<file path="config.mk">
export PLATFORM = sky130hd
export DESIGN_NAME = ict_timer_pair
export DESIGN_NICKNAME = d
export VERILOG_FILES = /design/src/core/ict_pkg.sv /design/src/core/ict_tick.sv /design/src/core/ict_timer_pair.sv
export SDC_FILE = /design/constraint.sdc
export NUM_CORES = 1
export LEC_CHECK = 0
export ABC_CLOCK_PERIOD_IN_PS = 4600
export BUFFER_PORTS_ARGS = -buffer_cell sky130_fd_sc_hd__buf_2
export CORE_ASPECT_RATIO = 1.5
export CORE_MARGIN = 2
export CORE_UTILIZATION = 50
export CTS_CLUSTER_DIAMETER = 120
export DETAILED_ROUTE_END_ITERATION = 7
export GPL_ROUTABILITY_DRIVEN = 0
export GPL_TIMING_DRIVEN = 0
export PLACE_DENSITY = 0.68
export SYNTH_ARGS = -nofsm -noshare
export SYNTH_HDL_FRONTEND = slang
export SYNTH_SLANG_ARGS = --single-unit
</file>
<file path="constraint.sdc">
create_clock -name CLK -period 4.6 [get_ports CLK]
set_input_delay 0.46 -clock CLK [delete_from_list [all_inputs] [get_ports CLK]]
set_output_delay 0.46 -clock CLK [all_outputs]
set_load 0.01 [all_outputs]
</file>
<file path="src/core/ict_pkg.sv">
/*
 * Constants, register map and carrier types of the IR counter/timer pair.
 * Assumes an 8-bit register port with one-cycle strobes.
 */
`default_nettype none
package ict_pkg;
	// ****************************************
	// Register offsets
	// ****************************************
	localparam logic [7:0] NARROW_CTRL_OFS = 8'h00;
	localparam logic [7:0] SHARED_CTRL_OFS = 8'h01;
	localparam logic [7:0] WIDE_CTRL_OFS   = 8'h02;
	localparam logic [7:0] PAIR_CTRL_OFS   = 8'h03;
	localparam logic [7:0] NARROW_RLD_OFS  = 8'h04;
	localparam logic [7:0] WIDE_RLD_LO_OFS = 8'h06;
	localparam logic [7:0] WIDE_RLD_HI_OFS = 8'h07;
	localparam logic [7:0] WIDE_CAP_LO_OFS = 8'h08;
	localparam logic [7:0] WIDE_CAP_HI_OFS = 8'h09;
	// ****************************************
	// Field positions
	// ****************************************
	localparam int PAIR_WIDE_EN   = 7;
	localparam int PAIR_NARROW_EN = 6;
	localparam int PAIR_SYNC      = 5;
	localparam int CTL_EN         = 7;
	localparam int CTL_TIMEOUT    = 5;
	localparam int WIDE_SINGLE    = 6;
	localparam int WIDE_CAP_MASK  = 2;
	localparam int WIDE_CNT_MASK  = 1;
	localparam int WIDE_DEMOD     = 0;
	localparam int SHR_ALT_RUN    = 7;
	localparam int SHR_EDGE_HI    = 5;
	localparam int SHR_EDGE_LO    = 4;
	localparam int SHR_RISE_FLAG  = 1;
	localparam int SHR_FALL_FLAG  = 0;
	// ****************************************
	// Reset values and timing
	// ****************************************
	localparam logic [7:0]  CTRL_RESET   = 8'h00;
	localparam logic [7:0]  RELOAD_RESET = 8'hff;
	localparam logic [15:0] WIDE_FULL    = 16'hffff;
	localparam logic [15:0] WIDE_TERM    = 16'h0001;
	localparam logic [7:0]  NARROW_TERM  = 8'h01;
	localparam int          TICK_NS      = 80;
	localparam int          CLK_NS       = 10;
	localparam int          TICK_CYCLES  = (TICK_NS + CLK_NS - 1) / CLK_NS;
	// ****************************************
	// Types
	// ****************************************
	typedef enum logic [1:0] {
		DM_IDLE  = 2'b00,
		DM_WAIT  = 2'b01,
		DM_COUNT = 2'b11
	} ict_demod_t;
	typedef struct packed {
		logic [7:0] addr;
		logic [7:0] wdata;
		logic       wr;
		logic       rd;
	} ict_bus_req_t;
endpackage : ict_pkg
`default_nettype wire

</file>
<file path="src/core/ict_tick.sv">
/*
 * Count-rate divider: one-cycle tick every DIV clocks.
 * Assumes restart is a one-cycle pulse in the same clock domain.
 */
`timescale 1ns/1ps
`default_nettype none
module ict_tick #(
	parameter int DIV = ict_pkg::TICK_CYCLES
) (
	input  wire logic CLK,
	input  wire logic RESET,
	input  wire logic restart,
	output var  logic tick
);
	logic [15:0] cnt_q;

	// Restart realigns the phase so both counters see the same first tick
	always_ff @(posedge CLK or posedge RESET) begin
		if (RESET) begin
			cnt_q <= 16'h0000;
			tick  <= 1'b0;
		end else if (restart || cnt_q == 16'(DIV - 1)) begin
			cnt_q <= 16'h0000;
			tick  <= !restart;
		end else begin
			cnt_q <= cnt_q + 16'h0001;
			tick  <= 1'b0;
		end
	end
endmodule : ict_tick
`default_nettype wire

</file>
<file path="src/core/ict_timer_pair.sv">
/*
 * Paired 8-bit / 16-bit counter/timer with demodulation capture and
 * alternating run. Assumes synchronous EDGE_IN and a one-cycle-strobe
 * register port; read data appear in the cycle after the read strobe.
 */
// Function
// RL1 - Pair register bit 7 starts/stops the wide counter, bit 6 the narrow one, reads show running state, bit 5 is sync mode, all reset 0.
// RL2 - Software avoids rewriting hold registers at the instant they are loaded into the counter.
// RL3 - Software never programs an initial wide count of one.
// RL4 - From an initial count of zero the wide counter wraps to FFFFH and keeps counting.
// RL5 - The zero to FFFFH wrap is neither a timeout nor terminal count.
// RL6 - Software writes FFH to both wide reload bytes before demodulation.
// RL7 - In demodulation the wide counter waits for the first selected edge, then captures, reloads and counts.
// RL8 - With single-edge clear, every later edge captures the complemented count.
// RL9 - Each capture sets its edge status flag and interrupts if the capture mask allows.
// RL10 - After each capture the wide counter reloads FFFFH and counts on.
// RL11 - With single-edge set only the first edge captures.
// RL12 - In alternating run hardware swaps the two enable bits at each timeout.
// RL13 - In alternating run each timeout sets that counter's timeout flag.
// RL14 - The wide timeout flag is set at terminal count and cleared by writing one.
// RL15 - Timeout and capture interrupts are each gated by their own mask bit.
// RL16 - The edge input is synchronised and edge-detected before use.
`timescale 1ns/1ps
`default_nettype none
module ict_timer_pair #(
	parameter int DIV = ict_pkg::TICK_CYCLES
) (
	input  wire logic       CLK,
	input  wire logic       RESET,
	input  wire logic [7:0] ADDR,
	input  wire logic [7:0] WDATA,
	input  wire logic       WR,
	input  wire logic       RD,
	output var  logic [7:0] RDATA,
	input  wire logic       EDGE_IN,
	output var  logic       WIDE_OUT,
	output var  logic       NARROW_OUT,
	output var  logic       IRQ_TIMEOUT,
	output var  logic       IRQ_CAPTURE
);
	ict_pkg::ict_bus_req_t req;
	ict_pkg::ict_demod_t   dm_q;
	logic [7:0]  nctl_q, shr_q, wctl_q, nrld_q, wrl_q, wrh_q, caph_q, capl_q;
	logic        wen_q, nen_q, sync_q, wrun_q, nrun_q;
	logic [15:0] wcnt_q;
	logic [7:0]  ncnt_q;
	logic        e1_q, e2_q, e3_q, tick, rise, fall, qual, cap_ev;
	logic        w_to, n_to, w_cnt_ok, alt, demod;

	assign req = '{addr: ADDR, wdata: WDATA, wr: WR, rd: RD};
	function automatic logic wr_at(input ict_pkg::ict_bus_req_t r,
		input logic [7:0] a);
		return r.wr && r.addr == a;
	endfunction : wr_at

	ict_tick #(.DIV(DIV)) u_tick (
		.CLK    (CLK),
		.RESET  (RESET),
		.restart(sync_q && wr_at(req, ict_pkg::PAIR_CTRL_OFS)),
		.tick   (tick)
	);

	// ****************************************
	// Edge input
	// ****************************************
	always_ff @(posedge CLK or posedge RESET) begin
		if (RESET) begin
			e1_q <= 1'b0;
			e2_q <= 1'b0;
			e3_q <= 1'b0;
		end else begin
			e1_q <= EDGE_IN; // [RL16]
			e2_q <= e1_q;
			e3_q <= e2_q;
		end
	end
	assign rise  = e2_q && !e3_q; // [RL16]
	assign fall  = !e2_q && e3_q;
	assign qual  = (shr_q[ict_pkg::SHR_EDGE_LO] && rise) ||
		(shr_q[ict_pkg::SHR_EDGE_HI] && fall);
	assign demod = wctl_q[ict_pkg::WIDE_DEMOD];
	assign alt   = shr_q[ict_pkg::SHR_ALT_RUN];
	// Single-edge mode ignores every edge after the first capture
	assign cap_ev = demod && wen_q && wrun_q && qual && (dm_q == ict_pkg::DM_WAIT
		|| (dm_q == ict_pkg::DM_COUNT && !wctl_q[ict_pkg::WIDE_SINGLE])); // [RL7] [RL11]
	assign w_cnt_ok = wen_q && wrun_q && !cap_ev && (!demod || dm_q == ict_pkg::DM_COUNT);
	// Only a count of one is terminal; the zero case wraps silently
	assign w_to = w_cnt_ok && tick && wcnt_q == ict_pkg::WIDE_TERM; // [RL5]
	assign n_to = nen_q && nrun_q && tick && ncnt_q == ict_pkg::NARROW_TERM;

	// ****************************************
	// Enables
	// ****************************************
	always_ff @(posedge CLK or posedge RESET) begin
		if (RESET) begin
			wen_q  <= 1'b0;
			nen_q  <= 1'b0;
			sync_q <= 1'b0;
		end else begin
			if (wr_at(req, ict_pkg::PAIR_CTRL_OFS)) begin
				wen_q  <= req.wdata[ict_pkg::PAIR_WIDE_EN]; // [RL1]
				nen_q  <= req.wdata[ict_pkg::PAIR_NARROW_EN];
				sync_q <= req.wdata[ict_pkg::PAIR_SYNC];
			end else begin
				if (wr_at(req, ict_pkg::WIDE_CTRL_OFS))
					wen_q <= req.wdata[ict_pkg::CTL_EN];
				else if (alt && (w_to || n_to))
					wen_q <= n_to; // [RL12]
				if (wr_at(req, ict_pkg::NARROW_CTRL_OFS))
					nen_q <= req.wdata[ict_pkg::CTL_EN];
				else if (alt && (w_to || n_to))
					nen_q <= w_to; // [RL12]
			end
		end
	end

	// ****************************************
	// Control and hold registers
	// ****************************************
	always_ff @(posedge CLK or posedge RESET) begin
		if (RESET) begin
			nctl_q <= ict_pkg::CTRL_RESET;
			shr_q  <= ict_pkg::CTRL_RESET;
			wctl_q <= ict_pkg::CTRL_RESET;
			nrld_q <= ict_pkg::RELOAD_RESET;
			wrl_q  <= ict_pkg::RELOAD_RESET;
			wrh_q  <= ict_pkg::RELOAD_RESET;
		end else begin
			if (wr_at(req, ict_pkg::SHARED_CTRL_OFS))
				shr_q[7:2] <= req.wdata[7:2];
			if (wr_at(req, ict_pkg::WIDE_CTRL_OFS)) begin
				wctl_q[7:6] <= req.wdata[7:6];
				wctl_q[4:0] <= req.wdata[4:0];
			end
			if (wr_at(req, ict_pkg::NARROW_CTRL_OFS)) begin
				nctl_q[7:6] <= req.wdata[7:6];
				nctl_q[4:0] <= req.wdata[4:0];
			end
			// Set wins over a same-cycle write of one
			if (w_to) // [RL13] [RL14]
				wctl_q[ict_pkg::CTL_TIMEOUT] <= 1'b1;
			else if (wr_at(req, ict_pkg::WIDE_CTRL_OFS) &&
				req.wdata[ict_pkg::CTL_TIMEOUT])
				wctl_q[ict_pkg::CTL_TIMEOUT] <= 1'b0; // [RL14]
			if (n_to) // [RL13]
				nctl_q[ict_pkg::CTL_TIMEOUT] <= 1'b1;
			else if (wr_at(req, ict_pkg::NARROW_CTRL_OFS) &&
				req.wdata[ict_pkg::CTL_TIMEOUT])
				nctl_q[ict_pkg::CTL_TIMEOUT] <= 1'b0;
			for (int i = ict_pkg::SHR_FALL_FLAG; i <= ict_pkg::SHR_RISE_FLAG; i++) begin
				if (cap_ev && (i == ict_pkg::SHR_RISE_FLAG ? rise : fall))
					shr_q[i] <= 1'b1; // [RL9]
				else if (wr_at(req, ict_pkg::SHARED_CTRL_OFS) && req.wdata[i])
					shr_q[i] <= 1'b0;
			end
			if (wr_at(req, ict_pkg::NARROW_RLD_OFS))
				nrld_q <= req.wdata;
			// A reload in the same cycle takes the old hold value
			if (wr_at(req, ict_pkg::WIDE_RLD_LO_OFS)) // [RL2] [RL6]
				wrl_q <= req.wdata;
			if (wr_at(req, ict_pkg::WIDE_RLD_HI_OFS))
				wrh_q <= req.wdata;
		end
	end

	// ****************************************
	// Wide counter and demodulation
	// ****************************************
	always_ff @(posedge CLK or posedge RESET) begin
		if (RESET) begin
			wcnt_q <= ict_pkg::WIDE_FULL;
			wrun_q <= 1'b0;
			dm_q   <= ict_pkg::DM_IDLE;
			caph_q <= 8'h00;
			capl_q <= 8'h00;
		end else begin
			wrun_q <= wen_q;
			if (!wen_q) begin
				dm_q <= ict_pkg::DM_IDLE;
			end else if (!wrun_q) begin
				// Initial count of one would time out at once
				wcnt_q <= {wrh_q, wrl_q}; // [RL3]
				dm_q   <= demod ? ict_pkg::DM_WAIT : ict_pkg::DM_IDLE;
			end else if (cap_ev) begin
				{caph_q, capl_q} <= ~wcnt_q; // [RL8]
				wcnt_q <= ict_pkg::WIDE_FULL; // [RL10]
				dm_q   <= ict_pkg::DM_COUNT; // [RL7]
			end else if (w_cnt_ok && tick) begin
				if (w_to)
					wcnt_q <= {wrh_q, wrl_q};
				else
					wcnt_q <= wcnt_q - 16'h0001; // [RL4]
			end
		end
	end

	// ****************************************
	// Narrow counter and outputs
	// ****************************************
	always_ff @(posedge CLK or posedge RESET) begin
		if (RESET) begin
			ncnt_q <= ict_pkg::RELOAD_RESET;
			nrun_q <= 1'b0;
		end else begin
			nrun_q <= nen_q;
			if (nen_q && (!nrun_q || n_to))
				ncnt_q <= nrld_q;
			else if (nen_q && tick)
				ncnt_q <= ncnt_q - 8'h01;
		end
	end

	always_ff @(posedge CLK or posedge RESET) begin
		if (RESET) begin
			WIDE_OUT    <= 1'b0;
			NARROW_OUT  <= 1'b0;
			IRQ_TIMEOUT <= 1'b0;
			IRQ_CAPTURE <= 1'b0;
		end else begin
			WIDE_OUT    <= WIDE_OUT ^ w_to;
			NARROW_OUT  <= NARROW_OUT ^ n_to;
			IRQ_TIMEOUT <= w_to && wctl_q[ict_pkg::WIDE_CNT_MASK]; // [RL15]
			IRQ_CAPTURE <= cap_ev && wctl_q[ict_pkg::WIDE_CAP_MASK]; // [RL9] [RL15]
		end
	end

	always_ff @(posedge CLK or posedge RESET) begin
		if (RESET) begin
			RDATA <= 8'h00;
		end else if (req.rd) begin
			unique case (req.addr)
				ict_pkg::NARROW_CTRL_OFS: RDATA <= {nen_q, nctl_q[6:0]};
				ict_pkg::SHARED_CTRL_OFS: RDATA <= shr_q;
				ict_pkg::WIDE_CTRL_OFS:   RDATA <= {wen_q, wctl_q[6:0]};
				ict_pkg::PAIR_CTRL_OFS:   RDATA <= {wen_q, nen_q, sync_q, 5'h00}; // [RL1]
				ict_pkg::NARROW_RLD_OFS:  RDATA <= nrld_q;
				ict_pkg::WIDE_RLD_LO_OFS: RDATA <= wrl_q;
				ict_pkg::WIDE_RLD_HI_OFS: RDATA <= wrh_q;
				ict_pkg::WIDE_CAP_LO_OFS: RDATA <= capl_q;
				ict_pkg::WIDE_CAP_HI_OFS: RDATA <= caph_q;
				default:                  RDATA <= 8'h00;
			endcase
		end else begin
			RDATA <= 8'h00;
		end
	end

	// ****************************************
	// Checks
	// ****************************************
	chk_pair_start: assert property (@(posedge CLK) disable iff (RESET) // [RL1]
		wr_at(req, ict_pkg::PAIR_CTRL_OFS) |=> wen_q == $past(WDATA[7]))
		else $error("pair write did not set wide enable");
	chk_zero_wrap: assert property (@(posedge CLK) disable iff (RESET) // [RL4]
		(w_cnt_ok && tick && wcnt_q == 16'h0000) |=> wcnt_q == 16'hffff)
		else $error("zero count did not wrap to full");
	chk_wrap_quiet: assert property (@(posedge CLK) disable iff (RESET) // [RL5]
		(w_cnt_ok && tick && wcnt_q == 16'h0000) |=>
		!IRQ_TIMEOUT && !$rose(wctl_q[ict_pkg::CTL_TIMEOUT]))
		else $error("wrap raised timeout");
	chk_capture_value: assert property (@(posedge CLK) disable iff (RESET) // [RL8]
		cap_ev |=> {caph_q, capl_q} == ~$past(wcnt_q))
		else $error("capture not complemented count");
	chk_capture_reload: assert property (@(posedge CLK) disable iff (RESET) // [RL10]
		cap_ev |=> wcnt_q == 16'hffff && dm_q == ict_pkg::DM_COUNT)
		else $error("capture did not reload");
	chk_single_edge: assert property (@(posedge CLK) disable iff (RESET) // [RL11]
		(dm_q == ict_pkg::DM_COUNT && wctl_q[6]) |-> !cap_ev)
		else $error("later edge captured in single mode");
	chk_edge_flag: assert property (@(posedge CLK) disable iff (RESET) // [RL9]
		(cap_ev && rise) |=> shr_q[1])
		else $error("rising flag not set");
	chk_alt_swap: assert property (@(posedge CLK) disable iff (RESET) // [RL12]
		(alt && n_to && !w_to && !req.wr) |=> wen_q && !nen_q)
		else $error("alternate run did not swap");
	chk_timeout_flag: assert property (@(posedge CLK) disable iff (RESET) // [RL14]
		w_to |=> wctl_q[5] ##1 (wctl_q[5] || $past(req.wr)))
		else $error("timeout flag lost");
	chk_irq_mask: assert property (@(posedge CLK) disable iff (RESET) // [RL15]
		IRQ_TIMEOUT |-> $past(w_to) && $past(wctl_q[1]))
		else $error("timeout interrupt unmasked");
	chk_edge_sync: assert property (@(posedge CLK) disable iff (RESET) // [RL16]
		$rose(EDGE_IN) ##1 EDGE_IN ##1 EDGE_IN |-> rise)
		else $error("edge not seen two cycles later");
	cov_capture: cover property (@(posedge CLK) disable iff (RESET) cap_ev);
	cov_alt: cover property (@(posedge CLK) disable iff (RESET) alt && w_to);
	cov_wrap: cover property (@(posedge CLK) disable iff (RESET)
		w_cnt_ok && tick && wcnt_q == 16'h0000);
endmodule : ict_timer_pair
`default_nettype wire

</file>
* Word-level counts from Yosys, hierarchy flattened
Cells that the tools add are included.
** Word-level totals
- Input port bits :: 21
- Flip-flop bits (word level) :: 125
- Output and inout bits :: 12
- Word-level logic and storage cells :: 138
** Cells by class
- Mux-type cells :: 28
- Reductions and logical operators :: 59
- Equality and inequality tests :: 15
- Add/sub/neg operators :: 3
- Bitwise logic cells :: 3
** Operators by type and width (number)
- 2-to-1 mux 16 bit :: 5
- one-hot mux 8 bit (9 select lines) :: 1
- logical AND 1 bit :: 36
- == test 8 x 3 -> 1 bit, second input constant :: 3
- 2-to-1 mux 8 bit :: 3
- adder 16 x 1 -> 16 bit, second input constant :: 1
- == test 16 x 1 -> 1 bit, second input constant :: 1
- == test 16 x 3 -> 1 bit, second input constant :: 1
- == test 8 x 1 -> 1 bit, second input constant :: 2
- == test 8 x 2 -> 1 bit, second input constant :: 2
- == test 8 x 4 -> 1 bit, second input constant :: 2
- 2-to-1 mux 1 bit :: 16
- NOT 16 bit :: 1
- subtractor 16 x 1 -> 16 bit, second input constant :: 1
- nonzero test 2 bit :: 5
- logical NOT 8 bit :: 1
- subtractor 8 x 1 -> 8 bit, second input constant :: 1
- logical NOT 1 bit :: 7
- logical OR 1 bit :: 6
- 2-to-1 mux 2 bit :: 3
- nonzero test 3 bit :: 2
- != test 3 x 1 -> 1 bit, second input constant :: 1
- != test 3 x 2 -> 1 bit, second input constant :: 1
- AND reduction 3 bit :: 1
- 4 further kinds :: 5

* Depth between registers and ports, before layout
Gate-level depths: netlist of the first run.
- Depth in word-level cells :: 16
- Mapped depth :: 8
- Gate-level depth less buffers :: 7

* Hierarchy
Synthesis of the first run repeated with hierarchy kept, for this count alone.
** Unflattened totals
- Cell total of the unflattened synthesis :: 605
- Area, all modules :: 6197.2 sq um
** By module, submodules not included
- ict_timer_pair :: cells an instance 520, seq. area each 2762.6 sq um, times used 1, area an instance 5320.1 sq um
- ict_tick :: cells an instance 85, seq. area each 425.4 sq um, times used 1, area an instance 877.1 sq um

* Worst setup path after synthesis of the first run
No wires, ideal clock.
- Path kind :: register -> register
- Start point :: register wcnt_q[0]
- End point :: register wcnt_q[11]
- Stages on the path, launching flop included :: 7
- Buffers on the path :: 0
- Setup time :: 0.082 ns
- Period minus slack after synthesis :: 2.003 ns
- Arrival time :: 1.922 ns
- Path slack :: 2.597 ns
- Data required time :: 4.518 ns
- Cell sequence :: dfstp_2 -> ha_1 -> nor4b_1 -> nand4_1 -> o211a_1 -> and4_1 -> nor3_1
** On the way
- Word-level cells in the longest chain between the ends :: 6
- Elaborated cells between the ends (all ways) :: 7
- Those cells by class :: add/sub (1); eq/ne (1); mux (4); reduce/logical (1)
** Ends and longest elaborated chain
- start: declaration :: RTL line ict_timer_pair.sv:45 : logic [15:0] wcnt_q;
- start signal: assignment :: RTL line ict_timer_pair.sv:171 : wcnt_q <= ict_pkg::WIDE_FULL;
- start signal: assignment :: RTL line ict_timer_pair.sv:182 : wcnt_q <= {wrh_q, wrl_q};
- start signal: assignment :: RTL line ict_timer_pair.sv:186 : wcnt_q <= ict_pkg::WIDE_FULL;
- branches (longest 2 deep; another with subtractor 16 x 1 -> 16 bit)
- 2-to-1 mux 16 bit (*) :: RTL line ict_timer_pair.sv:189 : if (w_to)
- 2-to-1 mux 16 bit (*) :: RTL line ict_timer_pair.sv:188 : end else if (w_cnt_ok && tick) begin
- 2-to-1 mux 16 bit (*) :: RTL line ict_timer_pair.sv:184 : end else if (cap_ev) begin
- 2-to-1 mux 16 bit (*) :: RTL line ict_timer_pair.sv:180 : end else if (!wrun_q) begin
Every way passes the cells marked *. The select of a mux whose other input is x is not followed.
A chain may end at the register's enable or synchronous reset.

* Final worst setup path of the first run
- Start point :: register e2_q
- End point :: register wcnt_q[10]
** On the way
- Word-level cells in the longest chain between the ends :: 15
- Elaborated cells between the ends (all ways) :: 19
- Those cells by class :: eq/ne (1); mux (4); reduce/logical (14)
** Ends and longest elaborated chain
- start: declaration :: RTL line ict_timer_pair.sv:47 : logic e1_q, e2_q, e3_q, tick, rise, fall, qual, cap_ev;
- start signal: assignment :: RTL line ict_timer_pair.sv:73 : e2_q <= e1_q;
- logical NOT 1 bit :: RTL line ict_timer_pair.sv:78 : assign fall = !e2_q && e3_q;
- logical AND 1 bit :: RTL line ict_timer_pair.sv:78
- logical AND 1 bit :: RTL line ict_timer_pair.sv:80 : (shr_q[ict_pkg::SHR_EDGE_HI] && fall);
- logical OR 1 bit (*) :: RTL line ict_timer_pair.sv:79 : assign qual = (shr_q[ict_pkg::SHR_EDGE_LO] && rise) ||
- logical AND 1 bit (*) (2 in a row) :: RTL line ict_timer_pair.sv:84 : assign cap_ev = demod && wen_q && wrun_q && qual && (dm_q == ict_pkg::DM_WAIT
- logical NOT 1 bit :: RTL line ict_timer_pair.sv:86 : assign w_cnt_ok = wen_q && wrun_q && !cap_ev && (!demod || dm_q == ict_pkg::DM_COUNT);
- logical AND 1 bit (2 in a row) :: RTL line ict_timer_pair.sv:86
- logical AND 1 bit :: RTL line ict_timer_pair.sv:88, ict_timer_pair.sv:188
- logical AND 1 bit :: RTL line ict_timer_pair.sv:88 : assign w_to = w_cnt_ok && tick && wcnt_q == ict_pkg::WIDE_TERM;
- 2-to-1 mux 16 bit :: RTL line ict_timer_pair.sv:189
- 2-to-1 mux 16 bit :: RTL line ict_timer_pair.sv:188
- 2-to-1 mux 16 bit :: RTL line ict_timer_pair.sv:184
- 2-to-1 mux 16 bit :: RTL line ict_timer_pair.sv:180
- end signal: assignment :: RTL line ict_timer_pair.sv:182
- end signal: assignment :: RTL line ict_timer_pair.sv:186
- end signal: assignment :: RTL line ict_timer_pair.sv:190 : wcnt_q <= {wrh_q, wrl_q};
Mark *: on every way between the ends. The rest lies on a longest branch, timed or not. The select of a mux whose other input is x is not followed.

==> results of run 1 <==
[final timing paths]
check	cells past startpoint	startpoint	to	slack, ns
min	2	RESET	IRQ_CAPTURE$_DFF_PP0_	0.04
max in group asynchronous	3	RESET	wrl_q[2]$_DFFE_PP1P_	3.79
min in group CLK	1	EDGE_IN	e1_q$_DFF_PP0_	0.15
max reg2reg	6	e2_q$_DFF_PP0_	wcnt_q[10]$_DFFE_PP1P_	1.97
max	6	e2_q$_DFF_PP0_	wcnt_q[10]$_DFFE_PP1P_	1.97
min reg2reg	0	e1_q$_DFF_PP0_	e2_q$_DFF_PP0_	0.35
[final cells by class]
| type | instances | area, um^2 | area share |
|---|---|---|---|
| clock buffers | 20 | 467 | 0.0652 |
| multi-input cells | 437 | 2850 | 0.397 |
| clock inverters | 12 | 111 | 0.0155 |
| plain buffers | 26 | 116 | 0.0162 |
| repair buffers | 29 | 168 | 0.0234 |
| inverters | 19 | 76.3 | 0.0107 |
| flip-flops and latches | 125 | 3190 | 0.445 |
| well taps | 153 | 191 | 0.0267 |
[power groups by stage]
stage | clock network, mW | registers [mW] | logic (mW)
after floorplan | 0 | 1.41 | 0.455
after global placement | 0 | 1.45 | 0.576
after detailed placement | 0 | 1.46 | 0.596
after CTS | 1.31 | 1.44 | 0.602
after global routing | 1.36 | 1.46 | 0.679
final | 1.29 | 1.45 | 0.614
[sequential cells by signal, indices dropped and copies added (netlist names), 2 cells and up]
name / count
RDATA: 8
caph_q: 8
capl_q: 8
dm_q: 2
ncnt_q: 8
nctl_q: 7
nrld_q: 8
shr_q: 8
u_tick.cnt_q: 16
wcnt_q: 16
wctl_q: 7
wrh_q: 8
wrl_q: 8
[kinds of logic (layout without fill, tap and decap cells)]
logic type,count (synthesis),in the layout,share of synthesized area
AOI/OAI and AO/OA,130,130,0.149
xor gates and xnor gates,17,17,0.0239
adders and majority gates,5,5,0.0101
buffers and inverters,45,106,0.0302
DFF,125,125,0.512
muxes,45,45,0.0800
and+or+nand+nor,240,240,0.194
[per-stage QoR]
| stage | TNS [ns] | utilization | cell area [um^2] |
|---|---|---|---|
| final | 0 | 0.593 | 7160 |
| after global routing | 0 | 0.593 | 7160 |
| after CTS | 0 | 0.593 | 7160 |
| after detailed placement | 0 | 0.545 | 6590 |
| after global placement | -34.81 | 0.543 | 6550 |
| after floorplan | 0 | - | 6220 |
[layout by cell type, fill, tap and decap left out, types with 16 or more instances in the layout]
cell and n:
nand2_1 79, dfrtp_1 77, nor2_1 51, dfstp_2 48, mux2_2 38, buf_2 34, o21ai_0 30, nor3_1 25
inv_1 18, clkbuf_1 17, clkbuf_16 17, a21oi_1 16
[routing by layer]
| metal | wire length (um) | part of all wire | global-route usage |
|---|---|---|---|
| met2 | 8950 | 0.53 | 0.453 |
| met1 | 6600 | 0.39 | 0.301 |
| met3 | 818 | 0.048 | 0.0540 |
| met4 | 582 | 0.034 | 0.140 |
| met5 | 0 | 0 | 0 |
==> flow_summary.json, run 1 <==
{
  "ys_seq_area_frac": 0.512,
  "cap_violations": 0,
  "critical_path_required_ns": 4.93,
  "status": "finished, final reports clean",
  "min_period_over_period": 0.573,
  "crit_path_start_kind": "flip-flop",
  "p_comb_frac": 0.183,
  "ys_warn_count": 0,
  "num_antenna_cells": 0,
  "maxSlewViolCount": 0,
  "antenna_found_initial": 0,
  "crit_arrival_ns": 2.97,
  "boundaryPins": 33,
  "hold_viol": 0,
  "synth.avg_cell_area_um2": 10.2,
  "synth_top_area_share": 0.310,
  "internal_power_mw": 2.33,
  "synth_cell_types": 65,
  "fin_ws_ns": 1.97,
  "cp_slowest_stage_delay_ns": 0.77,
  "finalWirelength_mm": 16.9,
  "clk_pin_slew_ns": 0.06,
  "num_vias": 5089,
  "leakage_nw": 3.06,
  "cts.path.max_buffers": 2,
  "layout.cells.non_filler": 821,
  "start_util": 0.515,
  "post_drt_via_cell_ratio": 6.20,
  "cts_resized": 0,
  "total_power_mw": 3.36,
  "fillers": 1024,
  "coreArea_um2": 12100,
  "area_delta_synth_final_pct": 15.1,
  "cts.sinks": 125,
  "grt_pass1_vias": 5134,
  "fin_nets": 681,
  "worstSkewPairLatency_ns": 0.42,
  "rsz0062_at_grt": "false",
  "holdWs_ns": 0.0431,
  "tightest_slew_ns": 1.13,
  "power.density_nw_per_um2": 468,
  "power_frac_seq": 0.432,
  "antenna_left": 0,
  "setup_viol": 0,
  "netlist_area_um2": 6220,
  "synth.most_common_cell": "nand2_1",
  "switching_share": 0.307,
  "async_flop_share": 1.00,
  "grt_max_degree": 89,
  "synth_edf_count": 0,
  "cts_hold_buffers": 0,
  "ir_drop_mv": 0.290,
  "drive_above_1_share": 0.268,
  "drc": 0,
  "fin_crit_ns": 2.63,
  "p_clk_frac": 0.386,
  "maxSlewHeadroom": 0.242,
  "synth_area_leaders": "dfrtp_1, dfstp_2, mux2_2, nand2_1, nor2_1",
  "synth_largest_area_cell": "dfrtp_1",
  "grt_overflow": 0,
  "io_buffers": 28,
  "grt_pass1_wl_mm": 26.7,
  "cts_tree": "built",
  "num_rows": 49,
  "dp_slack_ns": 1.74,
  "post_drt_wl_per_cell_um": 20.6,
  "ctsHtreeMaxLevel": 4,
  "post_cts_buffers": 0,
  "root_buffer": "clkbuf_16",
  "die_h_um": 141,
  "drt_iter0_markers": 352,
  "dp_cells": 789,
  "hpwl_mm": 12.2,
  "path_cells": "nand3b_1 -> a221oi_2 -> a21o_1 -> clkbuf_1 -> o22ai_1 -> nor3_1",
  "ys_ff_latch": 125,
  "numCtsBuffers": 17,
  "dr.pass1.iters": 5,
  "crit_path_max_fanout": 10,
  "ys_dominant_reg_cell": "dfrtp_1",
  "end_kind": "flip-flop",
  "netlist_instances": 607,
  "cpLargestDelayFamily": "compound AO/OA/AOI/OAI gates",
  "grt_util_all_layers": 0.263,
  "slowest_stage": "a221oi_2",
  "crit_buf_inv": 1,
  "die-area_um2": 13400,
  "die_w_um": 95.1,
  "p_sw_mw": 1.03,
  "max_freq_mhz": 380,
  "synth_fp_nets": 633,
  "yosys-top-cells-count": "nand2_1, dfrtp_1, nor2_1",
  "crit_type": "flip-flop to flip-flop",
  "skew_ns": 0.00732,
  "hp-class": "input pin to async pin"
}
No activity file was read; power rests on OpenSTA's default activity.
==> run 2, diff against run 1 <==
--- a/config.mk
+++ b/config.mk
@@ -5,7 +5,7 @@
 export SDC_FILE = /design/constraint.sdc
 export NUM_CORES = 1
 export LEC_CHECK = 0
-export ABC_CLOCK_PERIOD_IN_PS = 4600
+export ABC_CLOCK_PERIOD_IN_PS = 2400
 export BUFFER_PORTS_ARGS = -buffer_cell sky130_fd_sc_hd__buf_2
 export CORE_ASPECT_RATIO = 1.5
 export CORE_MARGIN = 2
@@ -14,7 +14,7 @@
 export DETAILED_ROUTE_END_ITERATION = 7
 export GPL_ROUTABILITY_DRIVEN = 0
 export GPL_TIMING_DRIVEN = 0
-export PLACE_DENSITY = 0.68
+export PLACE_DENSITY = 0.71
 export SYNTH_ARGS = -nofsm -noshare
 export SYNTH_HDL_FRONTEND = slang
 export SYNTH_SLANG_ARGS = --single-unit
==> constraint.sdc (replaced) <==
create_clock -name CLK -period 2.4 [get_ports CLK]
set_input_delay 0.24 -clock CLK [delete_from_list [all_inputs] [get_ports CLK]]
set_output_delay 0.24 -clock CLK [all_outputs]
set_load 0.01 [all_outputs]
==> run 2 against run 1 <==
Core utilization is 1.4 points higher. Clock power increased by 120%. Combinational power increased by 95%. Setup slack lost 1.9 ns. Largest cell class unchanged. Via count is 3.9% higher. Global-route usage is 1.3 points higher.
==> flow_summary.json, run 2 (synthesized netlist as in run 1, its figures left out) <==
{
  "status": "finished, final reports clean",
  "num_antenna_cells": 0,
  "antenna_left": 0,
  "grt_pass1_wl_mm": 28.4,
  "post_drt_wl_per_cell_um": 21.1,
  "rsz0062_at_grt": "true",
  "maxSlewViolCount": 0,
  "numCtsBuffers": 17,
  "crit_path_max_fanout": 10,
  "cts_tree": "built",
  "final_cell_mix": "nand2_1, dfrtp_1, nor2_1",
  "clk_pin_slew_ns": 0.06,
  "ff2ff_path_depth": 8,
  "hp-class": "input pin to flip-flop",
  "crit_buf_inv": 2,
  "slowest_stage": "dfstp_2",
  "min-delay-start": "WDATA[3]",
  "top_regs": "u_tick.cnt_q (16), wcnt_q (16)",
  "rrSetupSlack_ns": 0.1,
  "drive_above_1_share": 0.275,
  "grt_max_degree": 40,
  "path_cells": "inv_1 -> ha_1 -> nor4b_4 -> and4_1 -> a31oi_1 -> buf_2 -> o22ai_1 -> nor3_1",
  "hold_viol": 0,
  "grt_util_all_layers": 0.276,
  "ctsHtreeMaxLevel": 4,
  "mostFrequentLayoutCell": "nand2_1",
  "leakage_nw": 3.13,
  "coreArea_um2": 12100,
  "cts.sinks": 125,
  "cpLargestDelayFamily": "simple AND/OR/NAND/NOR gates",
  "fin_nets": 685,
  "power.density_nw_per_um2": 928,
  "min_period_over_period": 0.959,
  "total_power_mw": 6.81,
  "fin_crit_ns": 2.30,
  "die_w_um": 95.1,
  "antenna_found_initial": 0,
  "totalNegativeSetupSlack_ns": 0,
  "root_buffer": "clkbuf_16",
  "boundaryPins": 33,
  "num_rows": 49,
  "crit_type": "flip-flop to flip-flop",
  "grt_pass1_vias": 5325,
  "worstSkewPairLatency_ns": 0.42,
  "finalWirelength_mm": 17.4,
  "setup_viol": 0,
  "post_drt_via_cell_ratio": 6.41,
  "cts.path.max_buffers": 2,
  "hpwl_mm": 12.5,
  "critical_path_required_ns": 2.72,
  "area_delta_synth_final_pct": 17.9,
  "cp_slowest_stage_delay_ns": 0.58,
  "num_vias": 5286,
  "crit_arrival_ns": 2.62,
  "r2r_start": "wcnt_q[1]$_DFFE_PP1P_",
  "tightest_slew_ns": 1.12,
  "grt_overflow": 0,
  "ir_drop_mv": 0.478,
  "cap_violations": 0,
  "skew_ns": 0.00964,
  "dr.pass1.iters": 7,
  "start_util": 0.515,
  "drc": 0,
  "hold_path_end": "nctl_q[3]$_DFFE_PP0P_",
  "maxSlewHeadroom": 0.247,
  "whs_path_depth": 3,
  "max_freq_mhz": 434,
  "io_buffers": 28,
  "crit_path_start_kind": "flip-flop",
  "r2r_end": "wcnt_q[11]$_DFFE_PP1P_",
  "end_kind": "flip-flop",
  "die-area_um2": 13400,
  "die_h_um": 141,
  "drt_iter0_markers": 392
}
run 2: cell count changes in the layout (fill, tap and decap cells not counted), sizes merged:
cell | previous run | this run
bufinv | 1 | 5
inv | 22 | 18
buf | 38 | 41
dlygate4sd3 | 0 | 2
clkbuf | 37 | 36
run 2: layout make-up:
type	instances	area, um^2
plain buffers	25	114
clock buffers	20	447
clock inverters	12	194
fillers	980	4740
inverters	19	75.1
multi-input cells	437	2900
flip-flops and latches	125	3190
well taps	153	191
repair buffers	34	228
run 2: repair_timing:
| item | 4_1_cts | 5_1_grt |
|---|---|---|
| hold buffers | 2 | 0 |
| setup buffers | 0 | 1 |
| setup endpoints to repair | 16 | 6 |
| hold endpoints to repair | 11 | 0 |
| resized for setup | 4 | 5 |
| cloned | 0 | 0 |
| pin swaps | 0 | 1 |
run 2: layer usage:
layer / routed length (um) / track usage / vias up / share of wire
met2: 8780 / 0.456 / 271 / 0.50
li1: - / - / 2339 / -
met1: 6510 / 0.328 / 2604 / 0.37
met4: 1060 / 0.173 / 0 / 0.061
met3: 1060 / 0.0470 / 72 / 0.061
met5: 0 / 0 / - / 0
run 2: worst max path at each step:
stage                     startpoint                endpoint  cells after the start
2_1_floorplan  wcnt_q[0]$_DFFE_PP1P_  wcnt_q[11]$_DFFE_PP1P_                      6
3_3_place_gp                   RESET   caph_q[0]$_DFFE_PP0P_                      2
3_5_place_dp                 ADDR[5]      RDATA[1]$_DFF_PP0_                      6
4_1_cts        wcnt_q[0]$_DFFE_PP1P_  wcnt_q[11]$_DFFE_PP1P_                      6
5_1_grt        wcnt_q[3]$_DFFE_PP1P_  wcnt_q[11]$_DFFE_PP1P_                      7
6_report       wcnt_q[1]$_DFFE_PP1P_  wcnt_q[11]$_DFFE_PP1P_                      8
run 2: power breakdown:
group	switching, mW	internal, mW
sequential	0.343	2.48
clock	0.924	1.86
combinational	0.704	0.497
total	1.97	4.84
run 2: stage by stage:
step                std cells  hold WS [ns]  utilization  setup WS [ns]  cell area, um^2
finish                    825         0.110        0.607         0.0973             7330
global route              825         0.107        0.607        -0.0977             7330
CTS                       825         0.103        0.605         0.0481             7310
detailed placement        791         0.260        0.548         -0.143             6620
floorplan                 607         0.271            -          0.397             6220
global placement          788         0.348        0.543         -0.123             6560
run 2: worst register-to-register path: stages, from the launching register on:
cell	delay (ns)
dfstp_2	0.58
inv_1	0.09
ha_1	0.20
nor4b_4	0.14
and4_1	0.26
a31oi_1	0.28
buf_2	0.30
o22ai_1	0.13
nor3_1	0.21
==> run 3, diff against run 2 <==
--- a/config.mk
+++ b/config.mk
@@ -5,6 +5,7 @@
 export SDC_FILE = /design/constraint.sdc
 export NUM_CORES = 1
 export LEC_CHECK = 0
+export ABC_AREA = 1
 export ABC_CLOCK_PERIOD_IN_PS = 2400
 export BUFFER_PORTS_ARGS = -buffer_cell sky130_fd_sc_hd__buf_2
 export CORE_ASPECT_RATIO = 1.5
==> run 3 against run 2 <==
First-iteration DRC count shrank 2.8%. Clock skew is essentially flat. Wire length grew 7.1%. Global-route usage grew 0.22 points. Power grew 2.1%. Die area grew 5.2%. Final area grew 4.3%. Core utilization shrank 1.4 points. Via count grew 11%. Maximum frequency grew 9.0%.
==> flow_summary.json, run 3 <==
{
  "grt_overflow": 0,
  "clk_pin_slew_ns": 0.06,
  "yosys-top-cells-count": "nand2_1, inv_1, nor2_1",
  "ys_ff_latch": 125,
  "crit_buf_inv": 4,
  "critical_path_required_ns": 2.76,
  "antenna_found_initial": 0,
  "maxSlewViolCount": 0,
  "netlist_instances": 862,
  "synth_top_area_share": 0.294,
  "dp_cells": 1056,
  "synth_area_leaders": "dfrtp_1, dfstp_2, nand2_1, inv_1, nor2_1",
  "max_freq_mhz": 474,
  "rsz0062_at_grt": "false",
  "crit_path_start_kind": "flip-flop",
  "coreArea_um2": 12900,
  "tightest_slew_ns": 0.769,
  "num_rows": 51,
  "grt_pass1_wl_mm": 30.0,
  "crit_path_end": "wcnt_q[11]$_DFFE_PP1P_",
  "hold_viol": 0,
  "r2r_end": "wcnt_q[11]$_DFFE_PP1P_",
  "ys_dominant_reg_cell": "dfrtp_1",
  "power.density_nw_per_um2": 909,
  "hp-class": "input pin to flip-flop",
  "ys_seq_area_frac": 0.486,
  "register_area_um2": 3190,
  "top_regs": "u_tick.cnt_q (16), wcnt_q (16)",
  "totalNegativeSetupSlack_ns": 0,
  "cts_tree": "built",
  "min_period_over_period": 0.880,
  "ys_warn_count": 0,
  "cpLargestDelayFamily": "flip-flops",
  "die-area_um2": 14100,
  "fillers": 1225,
  "cts.path.max_buffers": 2,
  "drc": 0,
  "die_h_um": 144,
  "grt_pass1_vias": 5837,
  "cp_num_cells": 13,
  "end_kind": "flip-flop",
  "whs_path_depth": 3,
  "grt_max_degree": 43,
  "crit_path_max_fanout": 10,
  "cap_violations": 0,
  "path_cells": "inv_1 -> ha_1 -> inv_1 -> nor2_1 -> nand2_1 -> nor2_2 -> nand3_2 -> clkinv_2 -> buf_4 -> a21oi_1 -> nand2_1 -> nand2_1 -> nand2_1",
  "post_drt_wl_per_cell_um": 17.1,
  "post_drt_via_cell_ratio": 5.39,
  "mostFrequentLayoutCell": "nand2_1",
  "numCtsBuffers": 17,
  "drive_above_1_share": 0.166,
  "fin_nets": 944,
  "layout.cells.non_filler": 1090,
  "num_antenna_cells": 0,
  "r2r_start": "wcnt_q[1]$_DFFE_PP1P_",
  "rrSetupSlack_ns": 0.29,
  "multi_input_area_um2": 2870,
  "netlist_area_um2": 6560,
  "drt_iter0_markers": 381,
  "async_flop_share": 1.00,
  "final_cell_mix": "nand2_1, nor2_1, inv_1",
  "synth.avg_cell_area_um2": 7.61,
  "boundaryPins": 33,
  "maxSlewHeadroom": 0.486,
  "ff2ff_path_depth": 13,
  "crit_path_frequent_cell": "nand2_1",
  "slowest_stage": "dfstp_2",
  "holdWs_ns": 0.0671,
  "synth.most_common_cell": "nand2_1",
  "cts_resized": 0,
  "finalWirelength_mm": 18.6,
  "status": "finished, final reports clean",
  "synth_fp_nets": 888,
  "fin_crit_ns": 2.11,
  "synth_cell_types": 37,
  "start_util": 0.509,
  "leakage_nw": 3.71,
  "dr.pass1.iters": 5,
  "setup_viol": 0,
  "hpwl_mm": 14.2,
  "area_delta_synth_final_pct": 16.7,
  "ir_drop_mv": 0.611,
  "startpoint": "wcnt_q[1]$_DFFE_PP1P_",
  "ctsHtreeMaxLevel": 4,
  "synth_edf_count": 0,
  "antenna_left": 0,
  "skew_ns": 0.00982,
  "synth_largest_area_cell": "dfrtp_1",
  "crit_type": "flip-flop to flip-flop",
  "crit_arrival_ns": 2.47,
  "worstSkewPairLatency_ns": 0.43,
  "final_core_util": 0.594,
  "cp_slowest_stage_delay_ns": 0.57,
  "grt_util_all_layers": 0.278,
  "root_buffer": "clkbuf_16",
  "total_power_mw": 6.95,
  "io_buffers": 32,
  "cts.sinks": 125,
  "die_w_um": 97.5,
  "num_vias": 5877
}
[run 3: changes by cell type in the layout (fill, tap and decap cells not counted), moves of 28 or more]
cell / previous run / this run
nand2_1: 79 / 274
inv_1: 18 / 92
nor2_1: 51 / 92
mux2_2: 38 / 0
nand3_1: 11 / 44
o21ai_1: 0 / 28
[run 3: logic make-up after synthesis]
| family | Yosys count | share of synthesized area |
|---|---|---|
| compound gates | 132 | 0.107 |
| xor+xnor | 17 | 0.0227 |
| fa+ha+maj | 5 | 0.00954 |
| buf+inv | 119 | 0.0759 |
| flops | 125 | 0.486 |
| simple gates | 464 | 0.299 |
[run 3: final cells by class]
class	instances	share of cell area
Buffer	20	0.0164
Multi-Input combinational cell	618	0.375
Sequential cell	125	0.417
Clock inverter	11	0.0250
Timing Repair Buffer	37	0.0324
Clock buffer	21	0.0589
Tap cell	159	0.0260
Inverter	99	0.0492
[run 3: routing by layer]
layer	track usage	vias up	routed length [um]
met1	0.291	2747	6750
met4	0.202	0	1380
met2	0.505	174	9790
met5	0	-	0
li1	-	2870	-
met3	0.0430	86	722
[run 3: timing repair]
action,in CTS,in global routing
buffers inserted,0,0
hold buffers,2,0
hold endpoints to repair,11,0
[run 3: per-stage QoR]
| stage | cell area [um^2] | setup WS, ns |
|---|---|---|
| 4_1_cts | 7650 | 0.312 |
| 3_5_place_dp | 6990 | 0.337 |
| 2_1_floorplan | 6560 | 0.660 |
| 5_1_grt | 7650 | 0.174 |
| 6_report | 7650 | 0.288 |
| 3_3_place_gp | 6920 | -0.149 |
[run 3: how the worst min path moves through the flow]
stage / startpoint / end / slack [ns]
after floorplan: EDGE_IN / e1_q$_DFF_PP0_ / 0.27
after global placement: e1_q$_DFF_PP0_ / e2_q$_DFF_PP0_ / 0.33
after detailed placement: e1_q$_DFF_PP0_ / e2_q$_DFF_PP0_ / 0.33
after CTS: RD / RDATA[3]$_DFF_PP0_ / 0.07
after global routing: RD / RDATA[3]$_DFF_PP0_ / 0.08
final: RD / RDATA[1]$_DFF_PP0_ / 0.07
[run 3: where the power goes]
| group | switching (mW) | internal [mW] | total [mW] | leakage [nW] |
|---|---|---|---|---|
| Sequential | 0.343 | 2.52 | 2.87 | 1.52 |
| Combinational | 0.800 | 0.481 | 1.28 | 1.87 |
| Clock | 0.941 | 1.87 | 2.81 | 0.315 |
| Total | 2.08 | 4.87 | 6.95 | 3.71 |
[run 3: tightest hold or removal path, stage by stage]
cell     delay, ns
buf_2         0.12
nand2_1       0.06
inv_1         0.05
